--- config.mk ---
export PLATFORM = sky130hd
export DESIGN_NAME = eitc_timer
export DESIGN_NICKNAME = d
export VERILOG_FILES = /design/src/hdl/eitc_pkg.sv /design/src/hdl/eitc_timer.sv
export SDC_FILE = /design/constraint.sdc
export NUM_CORES = 1
export LEC_CHECK = 0
export BUFFER_PORTS_ARGS = -buffer_cell sky130_fd_sc_hd__buf_2
export CAP_MARGIN = 20
export CORE_UTILIZATION = 63
export DETAILED_ROUTE_END_ITERATION = 10
export PLACE_DENSITY = 0.84
export SLEW_MARGIN = 30
export SYNTH_ARGS = -nofsm -noshare
export SYNTH_HDL_FRONTEND = slang
export SYNTH_SLANG_ARGS = --single-unit
--- constraint.sdc ---
create_clock -name ref_clk_i -period 5 [get_ports ref_clk_i]
set_input_delay 0.25 -clock ref_clk_i [delete_from_list [all_inputs] [get_ports ref_clk_i]]
set_output_delay 0.25 -clock ref_clk_i [all_outputs]
set_load 0.02 [all_outputs]
--- src/hdl/eitc_pkg.sv ---
// Purpose: constants and carrier types for the event interval timer
// Assumes: 50 MHz reference clock, CAMAC dataway signals already sampled
// Notes:   Overview list below
//
// Overview of operation
// - 24-bit up-counter of six 4-bit stages
// - counter wraps to zero at maximum
// - counting starts only after first event
// - 1 us hold after strobe fall, capture
// - bits 23:16 low byte reg0, 15:0 reg1
// - clear counter then re-enable after capture
// - decode exactly eight function/subaddress commands
// - F0 A0/A1/A2 returns status registers
// - look-at-me flag set 1 us after strobe
// - flag cleared by reg0/reg1 read, F10A0, reset
// - reset and F24A0 mask, F26A0 unmask
// - request out only when flag and enable
// - reg2 bit0 flag, bit1 mask enable
// - F8A15 reports flag AND enable
// - F9A15 or Z performs board reset
// - X for every recognised command, Q too except F8A15
// - reg0 15:12 sample, 10:8 fast, 11 zero
// - reg2 bit4 first event, bits 3:2 straps
// - straps select 4, 8 or 16 MHz
package eitc_pkg;
   localparam int CLK_HZ        = 50_000_000;
   localparam int HOLD_NS       = 1000;
   // longest time for the hold rounds down
   localparam int HOLD_CYC      = HOLD_NS * (CLK_HZ / 1_000_000) / 1000;
   localparam int CNT_W         = 24;
   localparam int STAGE_W       = 4;
   localparam int HOLD_W        = 8;
   // sample clock dividers from 32 MHz base: 16, 8, 4 MHz
   localparam logic [2:0] DIV16 = 3'h1;
   localparam logic [2:0] DIV8  = 3'h3;
   localparam logic [2:0] DIV4  = 3'h7;

   localparam logic [4:0] F_READ   = 5'h00;
   localparam logic [4:0] F_TEST   = 5'h08;
   localparam logic [4:0] F_RESET  = 5'h09;
   localparam logic [4:0] F_CLEAR  = 5'h0A;
   localparam logic [4:0] F_MASK   = 5'h18;
   localparam logic [4:0] F_UNMASK = 5'h1A;
   localparam logic [3:0] A_REG0   = 4'h0;
   localparam logic [3:0] A_REG1   = 4'h1;
   localparam logic [3:0] A_REG2   = 4'h2;
   localparam logic [3:0] A_CTL    = 4'hF;

   localparam int REG2_FLAG  = 0;
   localparam int REG2_EN    = 1;
   localparam int REG2_STRL  = 2;
   localparam int REG2_STRH  = 3;
   localparam int REG2_FIRST = 4;

   typedef enum logic [2:0] {
      CMD_NONE   = 3'h0,
      CMD_RD     = 3'h1,
      CMD_TEST   = 3'h2,
      CMD_RESET  = 3'h3,
      CMD_CLEAR  = 3'h4,
      CMD_MASK   = 3'h5,
      CMD_UNMASK = 3'h6
   } eitc_cmd_t;

   typedef enum logic [1:0] {
      ST_IDLE = 2'h0,
      ST_RUN  = 2'h1,
      ST_HOLD = 2'h2
   } eitc_state_t;

   // one dataway cycle as presented to the block
   typedef struct packed {
      logic       strobe;
      logic [4:0] func;
      logic [3:0] sub;
   } eitc_dw_req_t;

   typedef struct packed {
      logic [15:0] rdata;
      logic        q;
      logic        x;
   } eitc_dw_rsp_t;
endpackage : eitc_pkg

--- src/hdl/eitc_timer.sv ---
// Purpose: event interval timer with CAMAC command slave
// Assumes: straps and event strobe asynchronous; dataway synchronous
// Notes:   sample clock approximated here from ref_clk_i ticks; fast value comes in on toe_fast_i
`timescale 1ns/1ns
`default_nettype none
module eitc_timer #(
   parameter int CNT_W = eitc_pkg::CNT_W
) (
   input  wire logic                  ref_clk_i,
   input  wire logic                  rst_b_i,
   input  wire logic                  event_b_i,
   input  wire logic                  freq_strap_low_i,
   input  wire logic                  freq_strap_high_i,
   input  wire logic                  init_z_i,
   input  wire eitc_pkg::eitc_dw_req_t dw_req_i,
   input  wire logic [7:0]            toe_sample_i,
   input  wire logic [2:0]            toe_fast_i,
   output eitc_pkg::eitc_dw_rsp_t     dw_rsp_o,
   output logic                       lam_o
);
   // ==================================================================
   // state
   typedef struct packed {
      logic [1:0]            ev_s;
      logic [1:0]            sl_s;
      logic [1:0]            sh_s;
      logic                  ev_d;
      eitc_pkg::eitc_state_t st;
      logic [CNT_W-1:0]      interval_count;
      logic [2:0]            div;
      logic [eitc_pkg::HOLD_W-1:0] hold;
      logic [15:0]           reg0;
      logic [15:0]           reg1;
      logic                  flag;
      logic                  en;
      logic                  first;
      eitc_pkg::eitc_dw_rsp_t rsp;
   } eitc_regs_t;

   eitc_regs_t r;
   eitc_regs_t next_r;

   // ==================================================================
   // command decode
   function automatic eitc_pkg::eitc_cmd_t decode(
      input logic [4:0] f,
      input logic [3:0] a
   );
      eitc_pkg::eitc_cmd_t c;
      c = eitc_pkg::CMD_NONE;
      if (f == eitc_pkg::F_READ && (a == eitc_pkg::A_REG0 ||
          a == eitc_pkg::A_REG1 || a == eitc_pkg::A_REG2)) begin
         c = eitc_pkg::CMD_RD;
      end else if (f == eitc_pkg::F_TEST && a == eitc_pkg::A_CTL) begin
         c = eitc_pkg::CMD_TEST;
      end else if (f == eitc_pkg::F_RESET && a == eitc_pkg::A_CTL) begin
         c = eitc_pkg::CMD_RESET;
      end else if (f == eitc_pkg::F_CLEAR && a == eitc_pkg::A_REG0) begin
         c = eitc_pkg::CMD_CLEAR;
      end else if (f == eitc_pkg::F_MASK && a == eitc_pkg::A_REG0) begin
         c = eitc_pkg::CMD_MASK;
      end else if (f == eitc_pkg::F_UNMASK && a == eitc_pkg::A_REG0) begin
         c = eitc_pkg::CMD_UNMASK;
      end
      return c;
   endfunction : decode

   eitc_pkg::eitc_cmd_t cmd;
   logic                ev_fall;
   logic                tick;
   logic [2:0]          div_max;
   logic [7:0]          reg2;
   logic                flag_set;

   // ==================================================================
   // next state
   always_comb begin
      next_r    = r;
      flag_set  = 1'b0;
      cmd       = dw_req_i.strobe ? decode(dw_req_i.func, dw_req_i.sub)
                                  : eitc_pkg::CMD_NONE;
      next_r.ev_s = {r.ev_s[0], event_b_i};
      next_r.sl_s = {r.sl_s[0], freq_strap_low_i};
      next_r.sh_s = {r.sh_s[0], freq_strap_high_i};
      next_r.ev_d = r.ev_s[1];
      ev_fall   = r.ev_d & ~r.ev_s[1];
      // strap fitted reads 0: both fitted 4 MHz
      case ({r.sh_s[1], r.sl_s[1]})
         2'b00:   div_max = eitc_pkg::DIV4;
         2'b01:   div_max = eitc_pkg::DIV8;
         default: div_max = eitc_pkg::DIV16;
      endcase
      // sample tick approximated from the reference clock
      tick       = (r.div >= div_max);
      next_r.div = tick ? 3'h0 : r.div + 3'h1;
      reg2 = 8'h00;
      reg2[eitc_pkg::REG2_FLAG]  = r.flag;
      reg2[eitc_pkg::REG2_EN]    = r.en;
      reg2[eitc_pkg::REG2_STRL]  = r.sl_s[1];
      reg2[eitc_pkg::REG2_STRH]  = r.sh_s[1];
      reg2[eitc_pkg::REG2_FIRST] = r.first;

      case (r.st)
         eitc_pkg::ST_IDLE: begin
            if (ev_fall) begin
               next_r.first = 1'b1;
               next_r.st    = eitc_pkg::ST_HOLD;
               next_r.hold  = '0;
            end
         end
         eitc_pkg::ST_RUN: begin
            if (ev_fall) begin
               next_r.st   = eitc_pkg::ST_HOLD;
               next_r.hold = '0;
            end else if (tick) begin
               // wraps naturally at all ones
               next_r.interval_count = r.interval_count + 1'b1;
            end
         end
         eitc_pkg::ST_HOLD: begin
            next_r.hold = r.hold + 1'b1;
            if (r.hold == '0) begin
               next_r.reg0 = {toe_sample_i[3:0], 1'b0, toe_fast_i,
                              r.interval_count[23:16]};
               next_r.reg1 = r.interval_count[15:0];
            end
            if (r.hold == eitc_pkg::HOLD_W'(eitc_pkg::HOLD_CYC - 1)) begin
               next_r.interval_count = '0;
               next_r.st   = eitc_pkg::ST_RUN;
               next_r.flag = 1'b1;
               flag_set    = 1'b1;
            end
         end
         default: next_r.st = eitc_pkg::ST_IDLE;
      endcase

      next_r.rsp = '0;
      if (cmd != eitc_pkg::CMD_NONE) begin
         next_r.rsp.q = 1'b1;
         next_r.rsp.x = 1'b1;
      end
      case (cmd)
         eitc_pkg::CMD_RD: begin
            if (dw_req_i.sub == eitc_pkg::A_REG0) begin
               next_r.rsp.rdata = r.reg0;
            end else if (dw_req_i.sub == eitc_pkg::A_REG1) begin
               next_r.rsp.rdata = r.reg1;
            end else begin
               next_r.rsp.rdata = {8'h00, reg2};
            end
            if (dw_req_i.sub != eitc_pkg::A_REG2) begin
               // a set in the same cycle survives the clear
               next_r.flag = flag_set;
            end
         end
         eitc_pkg::CMD_TEST:   next_r.rsp.q = r.flag & r.en;
         eitc_pkg::CMD_CLEAR:  next_r.flag = flag_set;
         eitc_pkg::CMD_MASK:   next_r.en = 1'b0;
         eitc_pkg::CMD_UNMASK: next_r.en = 1'b1;
         default: ;
      endcase
      if (cmd == eitc_pkg::CMD_RESET || init_z_i) begin
         next_r.st             = eitc_pkg::ST_IDLE;
         next_r.interval_count = '0;
         next_r.flag           = 1'b0;
         next_r.en             = 1'b0;
         next_r.first          = 1'b0;
         next_r.hold           = '0;
      end
   end

   always_ff @(posedge ref_clk_i or negedge rst_b_i) begin
      if (!rst_b_i) begin
         r <= '0;
      end else begin
         r <= next_r;
      end
   end

   assign dw_rsp_o = r.rsp;
   assign lam_o    = r.flag & r.en;

   // ==================================================================
   // checks
   chk_lam_gate: assert property (@(posedge ref_clk_i) disable iff (!rst_b_i)
      lam_o == (r.flag && r.en)) else $error("lam gate");
   chk_hold_len: assert property (@(posedge ref_clk_i) disable iff (!rst_b_i)
      (r.st == eitc_pkg::ST_RUN && ev_fall && !init_z_i && !dw_req_i.strobe)
      |=> (r.st == eitc_pkg::ST_HOLD)[*8]) else $error("hold");
   chk_flag_set: assert property (@(posedge ref_clk_i) disable iff (!rst_b_i)
      (r.st == eitc_pkg::ST_HOLD && r.hold == '0 && !init_z_i
       && !dw_req_i.strobe)
      |-> ##[1:60] r.flag) else $error("flag");
   chk_idle_still: assert property (@(posedge ref_clk_i) disable iff (!rst_b_i)
      r.st == eitc_pkg::ST_IDLE |-> r.interval_count == '0)
      else $error("idle count");
   chk_reset_cmd: assert property (@(posedge ref_clk_i) disable iff (!rst_b_i)
      init_z_i |=> (!r.flag && !r.en && !r.first)) else $error("rst");
   chk_qx_resp: assert property (@(posedge ref_clk_i) disable iff (!rst_b_i)
      (dw_req_i.strobe && cmd != eitc_pkg::CMD_NONE) |=> dw_rsp_o.x)
      else $error("x");
   chk_unknown_cmd: assert property (@(posedge ref_clk_i)
      disable iff (!rst_b_i)
      (cmd == eitc_pkg::CMD_NONE) |=> !dw_rsp_o.x) else $error("x2");
   chk_mask_cmd: assert property (@(posedge ref_clk_i) disable iff (!rst_b_i)
      (cmd == eitc_pkg::CMD_MASK && !init_z_i) |=> !r.en)
      else $error("mask");
   chk_count_clear: assert property (@(posedge ref_clk_i)
      disable iff (!rst_b_i)
      ($past(r.st) == eitc_pkg::ST_HOLD && r.st == eitc_pkg::ST_RUN)
      |-> r.interval_count == '0) else $error("clear");
   chk_flag_keep: assert property (@(posedge ref_clk_i) disable iff (!rst_b_i)
      (r.flag && cmd == eitc_pkg::CMD_NONE && !init_z_i) |=> r.flag)
      else $error("keep");

   cov_event: cover property (@(posedge ref_clk_i) ev_fall);
   cov_lam:   cover property (@(posedge ref_clk_i) lam_o);
   cov_read:  cover property (@(posedge ref_clk_i) cmd == eitc_pkg::CMD_RD);
   cov_wrap:  cover property (@(posedge ref_clk_i)
      r.interval_count == {CNT_W{1'b1}} && tick);
endmodule : eitc_timer
`default_nettype wire

==> results of run 1 <==
==> synth_stat cells, types with 7 or more instances <==
| library cell | n | area share (%) |
|---|---|---|
| a31oi_1 | 9 | 1.2 |
| nor2_1 | 46 | 3.8 |
| a211oi_1 | 8 | 1.3 |
| nand2_1 | 32 | 2.6 |
| o21ai_0 | 37 | 4.0 |
| nand4_1 | 10 | 1.4 |
| clkbuf_1 | 19 | 1.6 |
| ha_1 | 7 | 1.9 |
| mux2_2 | 28 | 6.9 |
| a21oi_1 | 12 | 1.3 |
| nand3_1 | 32 | 3.5 |
| and3_1 | 9 | 1.2 |
| mux2i_1 | 15 | 3.3 |
| o31ai_1 | 7 | 1.1 |
| dfrtp_1 | 96 | 53 |
| inv_1 | 9 | 0.74 |
| buf_4 | 18 | 3.0 |
==> flip-flops by register name, summed over array words and instances, names as in the netlist <==
signal    cells
r            74
next_r        4
dw_rsp_o     18
==> per-stage QoR <==
stage | setup WS (ns) | cell area [um2]
floorplan | 2.71 | 4570
global placement | 2.31 | 4690
detailed placement | 2.22 | 4700
CTS | 2.21 | 4970
global route | 2.01 | 4970
finish | 2.10 | 4970
==> power by group <==
group,leakage [nW],switching [mW],internal [mW],total (mW)
registers,1.30,0.0203,0.808,0.828
logic,0.882,0.0904,0.0654,0.156
clock network,0.104,0.285,0.287,0.571
==> layer usage <==
layer | wire length, um | share of wire, % | GRT usage [%] | up-vias
li1 | - | - | - | 1624
met4 | 282 | 2.9 | 14.9 | 0
met3 | 465 | 4.8 | 3.41 | 33
met5 | 0 | 0 | 0 | -
met1 | 4330 | 45 | 37.1 | 1742
met2 | 4650 | 48 | 45.7 | 141
==> worst max-delay path, delay by kind of cell, from the launching register on <==
kind / cells / cell delay (ns)
adder cells (fa/ha/maj): 1 / 0.30
flip-flops: 1 / 0.42
AND/OR/NAND/NOR: 4 / 1.60
AO/OA/AOI/OAI: 2 / 0.48
==> final cells by class <==
cell class              instances  area share, %
clock buffers                   9           2.49
well taps                      96           2.42
clock inverters                 7           2.06
inverters                       9          0.680
multi-input cells             302           38.6
flip-flops and latches         96           48.4
repair buffers                 48           5.44
==> cells by family (layout without fill, tap and decap cells) <==
kind of cell | after synthesis | in the layout | share of synthesized area (%)
AND/OR/NAND/NOR | 161 | 161 | 17.3
XOR/XNOR | 1 | 1 | 0.192
adder cells (fa/ha/maj) | 7 | 7 | 1.92
AO/OA/AOI/OAI | 90 | 90 | 12.1
buffers and inverters | 50 | 73 | 5.83
flip-flops | 96 | 96 | 52.5
multiplexers | 43 | 43 | 10.2
==> worst max-delay path by stage <==
stage          slack [ns]           end        start  depth (start not counted)
2_1_floorplan        2.71         r[80]        r[92]                          8
3_3_place_gp         2.31   dw_rsp_o[8]  dw_req_i[0]                          7
3_5_place_dp         2.22  dw_rsp_o[17]  dw_req_i[0]                          7
4_1_cts              2.21         r[86]        r[92]                          7
5_1_grt              2.01         r[86]        r[92]                          7
6_report             2.10         r[86]        r[92]                          7
==> metrics, run 1 <==
status finished clean; Mapped Nets 482; Hold Crit Depth 2; footprint of the multi-input gates 1920 um2; Seq/Total Area, Yosys 52.5%; register area 2400 um2; Top FF cell, synth dfrtp_1; Crit-path slowest cell nor4_2; global route overflow 0; cell breakdown of the critical path or2_2 -> ha_1 -> a21o_1 -> nand2b_1 -> nor4_2 -> nand3_1 -> o31ai_1; most common cell after layout, fill and taps aside dfrtp_1; reg2reg start r[92]; MaxCap Viol Count 0; hpwl dp 6320 um; Post-Syn Instances 448; I/O pin cnt 46; Sum Neg Setup Slack 0 ns; vias in the first global route 3466; PwrDens 313 nW/um2; most frequent cells in the layout dfrtp_1 (96), nor2_1 (46), buf_2 (40); DRC viols 0; r2r setup slk 2.10 ns; Ant. Diodes 0; CP Class reg -> reg; synthesized flop and latch total 96; cts bufs inserted 9; Worst Tran Pin Value 1.01 ns; filler cell count in the final layout 516; routed wire length 9730 um; Yosys cell types 46; # setup viols final 0; Pleak 2.29 nW; EDFF count, synth 0; Critical Path RT 5.27 ns; slew margin rel. 32.7%; Peak VDD IR 0.131 mV; CTS H-tree depth 3; post-layout min period 2.90 ns; post-CTS setup buffer count 0; Worst Hold Class in -> reg; first-pass GRT wire length 16300 um; Nets 500; TritonCTS clock tree built; fmax 0.345 GHz; Global Route Usage Sum 28.1%; initial antenna violation count 0; hold_sp toe_fast_i[1]; I/O Buffers 41; CTS Buffer Depth 2; crit path DAT 3.17 ns; Final Max Tran Viols 0; critical-path maximum fanout 8; drt pass-1 iters 5; CTS Sinks 96; clock-pin transition on the worst setup and hold timing paths 0.10 ns; Clock Skews 0.0138 ns; DRT antenna net count 0; worst stage delay on the critical path 0.80 ns; Die X 87.2 um; hold slack 0.0997 ns; Placed Cells 547; die area 7600 um2; Avg WL per Cell 17.2 um; initial core utilization 66.2%; Rows 30; Root Buffer clkbuf_8; final period utilization 58.0%; starting DRC count in detailed routing 273; FF-to-FF path depth 7; layout cells sized above 1 21.2%; crit path launch type flip-flop; Clk Latency, worst-skew pair 0.37 ns; Post-Syn Area 4570 um2; non-filler cells in the finished layout 567; Critical Path End Type flip-flop; Vias/cell 6.24; hold buffers post-CTS 4; GP Congestion 0.849; post_cts resized 0; share of synthesized registers carrying an async set or reset 100%; final hold viol count 0; Hold Path End r[46]; FF-to-FF End r[86]; total power 1.56 mW; Die H 87.2 um; core area 6910 um2; P&R area growth vs syn 8.65%; total number of vias 3540; unrepaired setup endpoints after global routing false; Synth Warn # 0; pin count of the biggest net entering global routing 67; Util after Layout 71.9%; Syn Area/Cell 10.2 um2
Power figures use the tool's default switching activity.
==> run 2, diff against run 1 <==
- CORE_UTILIZATION: 63 -> 53
- PLACE_DENSITY: 0.84 -> 0.76
- clock period: 5 -> 2.3 ns (I/O delays scaled with it)
==> run 2 against run 1 <==
Against the previous run:
- sequential power is 120% higher
- largest power group unchanged
- sequential share of layout area shrank 2.9 points
- critical endpoint is now r[80]
- critical path type unchanged
- non-clock buffer count up 28
- sequential cell count is the same
- clock skew shrank 0.0068 ns
- cell area increased by 6.4%
==> metrics, run 2 (synthesis gave the netlist of run 1 again) <==
status finished clean; # setup viols final 0; crit-path leading delay family simple AND/OR/NAND/NOR gates; GP Congestion 0.883; first-pass GRT wire length 15700 um; worst path bufs/invs 0; starting DRC count in detailed routing 238; Vias/cell 5.86; PwrDens 635 nW/um2; global route overflow 0; Final Max Tran Viols 0; Worst Tran Pin Value 0.518 ns; Nets 528; Rows 33; slew margin rel. 65.2%; largest reg by FF count r; DRT antenna net count 0; Clock Skews 0.00705 ns; layout cells sized above 1 26.1%; Sum Neg Setup Slack 0 ns; Largest register FFs 74; core area 8300 um2; CP Class reg -> reg; r2r setup slk 0.06 ns; total number of vias 3538; Die H 94.9 um; Critical Path RT 2.56 ns; final hold viol count 0; crit path DAT 2.50 ns; Worst path depth 7; initial core utilization 55.1%; Worst Hold Class in -> reg; Final WS setup 0.0649 ns; final period utilization 97.2%; filler cell count in the final layout 648; Avg WL per Cell 15.7 um; CP Capture Point r[80]; Ant. Diodes 0; Clk Latency, worst-skew pair 0.36 ns; Global Route Usage Sum 22.8%; die area 9000 um2; CTS Buffer Depth 2; Peak VDD IR 0.387 mV; non-filler cells in the finished layout 604; Cell Area, Placed 4820 um2; MaxCap Viol Count 0; critical-path maximum fanout 3; Util after Layout 63.7%; FF-to-FF path depth 7; Placed Cells 570; most frequent cells in the layout dfrtp_1 (96), nor2_1 (45), buf_2 (40); TritonCTS clock tree built; Root Buffer clkbuf_8; pin count of the biggest net entering global routing 62; most common cell after layout, fill and taps aside dfrtp_1; total power 3.36 mW; Die X 94.9 um; post-layout min period 2.24 ns; vias in the first global route 3233; pre-CTS setup slack -0.0532 ns; CTS H-tree depth 3; routed wire length 9510 um; crit path launch r[92]; hold slack 0.130 ns; cts bufs inserted 9; DRC viols 0; FF-to-FF End r[80]; I/O Buffers 41; hpwl dp 6290 um; crit path launch type flip-flop; fmax 0.447 GHz; design area 5290 um2; clock-pin transition on the worst setup and hold timing paths 0.09 ns; reg2reg start r[92]; Critical Path End Type flip-flop; CTS Sinks 96; Crit-path slowest cell or4_4; I/O pin cnt 46; initial antenna violation count 0; Pleak 2.48 nW; worst stage delay on the critical path 0.45 ns; P&R area growth vs syn 15.6%; cell breakdown of the critical path or2_2 -> ha_4 -> a21o_1 -> nand2b_1 -> or4_4 -> or3_4 -> o31ai_1; drt pass-1 iters 5
run 2: timing repair:
action | in CTS | in global routing
buffers inserted | 0 | 7
pin swaps | 1 | 3
endpoints found under the setup margin | 5 | 20
hold buffers | 11 | 0
resized for setup | 4 | 10
endpoints found under the hold margin | 45 | 0
run 2: cell type report:
| class | count | area (um2) | share of cell area, % |
|---|---|---|---|
| clock buffer | 10 | 138 | 2.60 |
| inverter | 9 | 33.8 | 0.639 |
| sequential | 96 | 2400 | 45.4 |
| multi-input combinational | 302 | 2000 | 37.7 |
| tap | 105 | 131 | 2.48 |
| clock inverter | 6 | 72.6 | 1.37 |
| timing repair buffer | 76 | 514 | 9.73 |
run 2: worst min path at each step:
stage | startpoint | end | depth (start not counted)
global placement | rst_b_i | dw_rsp_o[12] | 1
detailed placement | rst_b_i | r[33] | 1
floorplan | rst_b_i | dw_rsp_o[0] | 0
finish | dw_req_i[5] | r[19] | 5
global route | dw_req_i[5] | r[19] | 5
CTS | dw_req_i[5] | r[19] | 5
run 2: per-layer routing:
layer	global-route usage, %	wire length (um)	part of all wire, %	up-vias
li1	-	-	-	1683
met1	31.3	4340	46	1724
met2	36.4	4660	49	121
met3	3.46	383	4.0	10
met4	8.71	129	1.4	0
met5	0	0	0	-
run 2: report_power, final:
| group | switching [mW] | internal (mW) |
|---|---|---|
| clock | 0.600 | 0.546 |
| combinational | 0.208 | 0.202 |
| sequential | 0.0443 | 1.76 |
run 2: worst min-delay path: stages:
cell	delay [ns]
buf_2	0.13
inv_1	0.05
nor2_1	0.04
nand2_1	0.06
a21oi_1	0.05
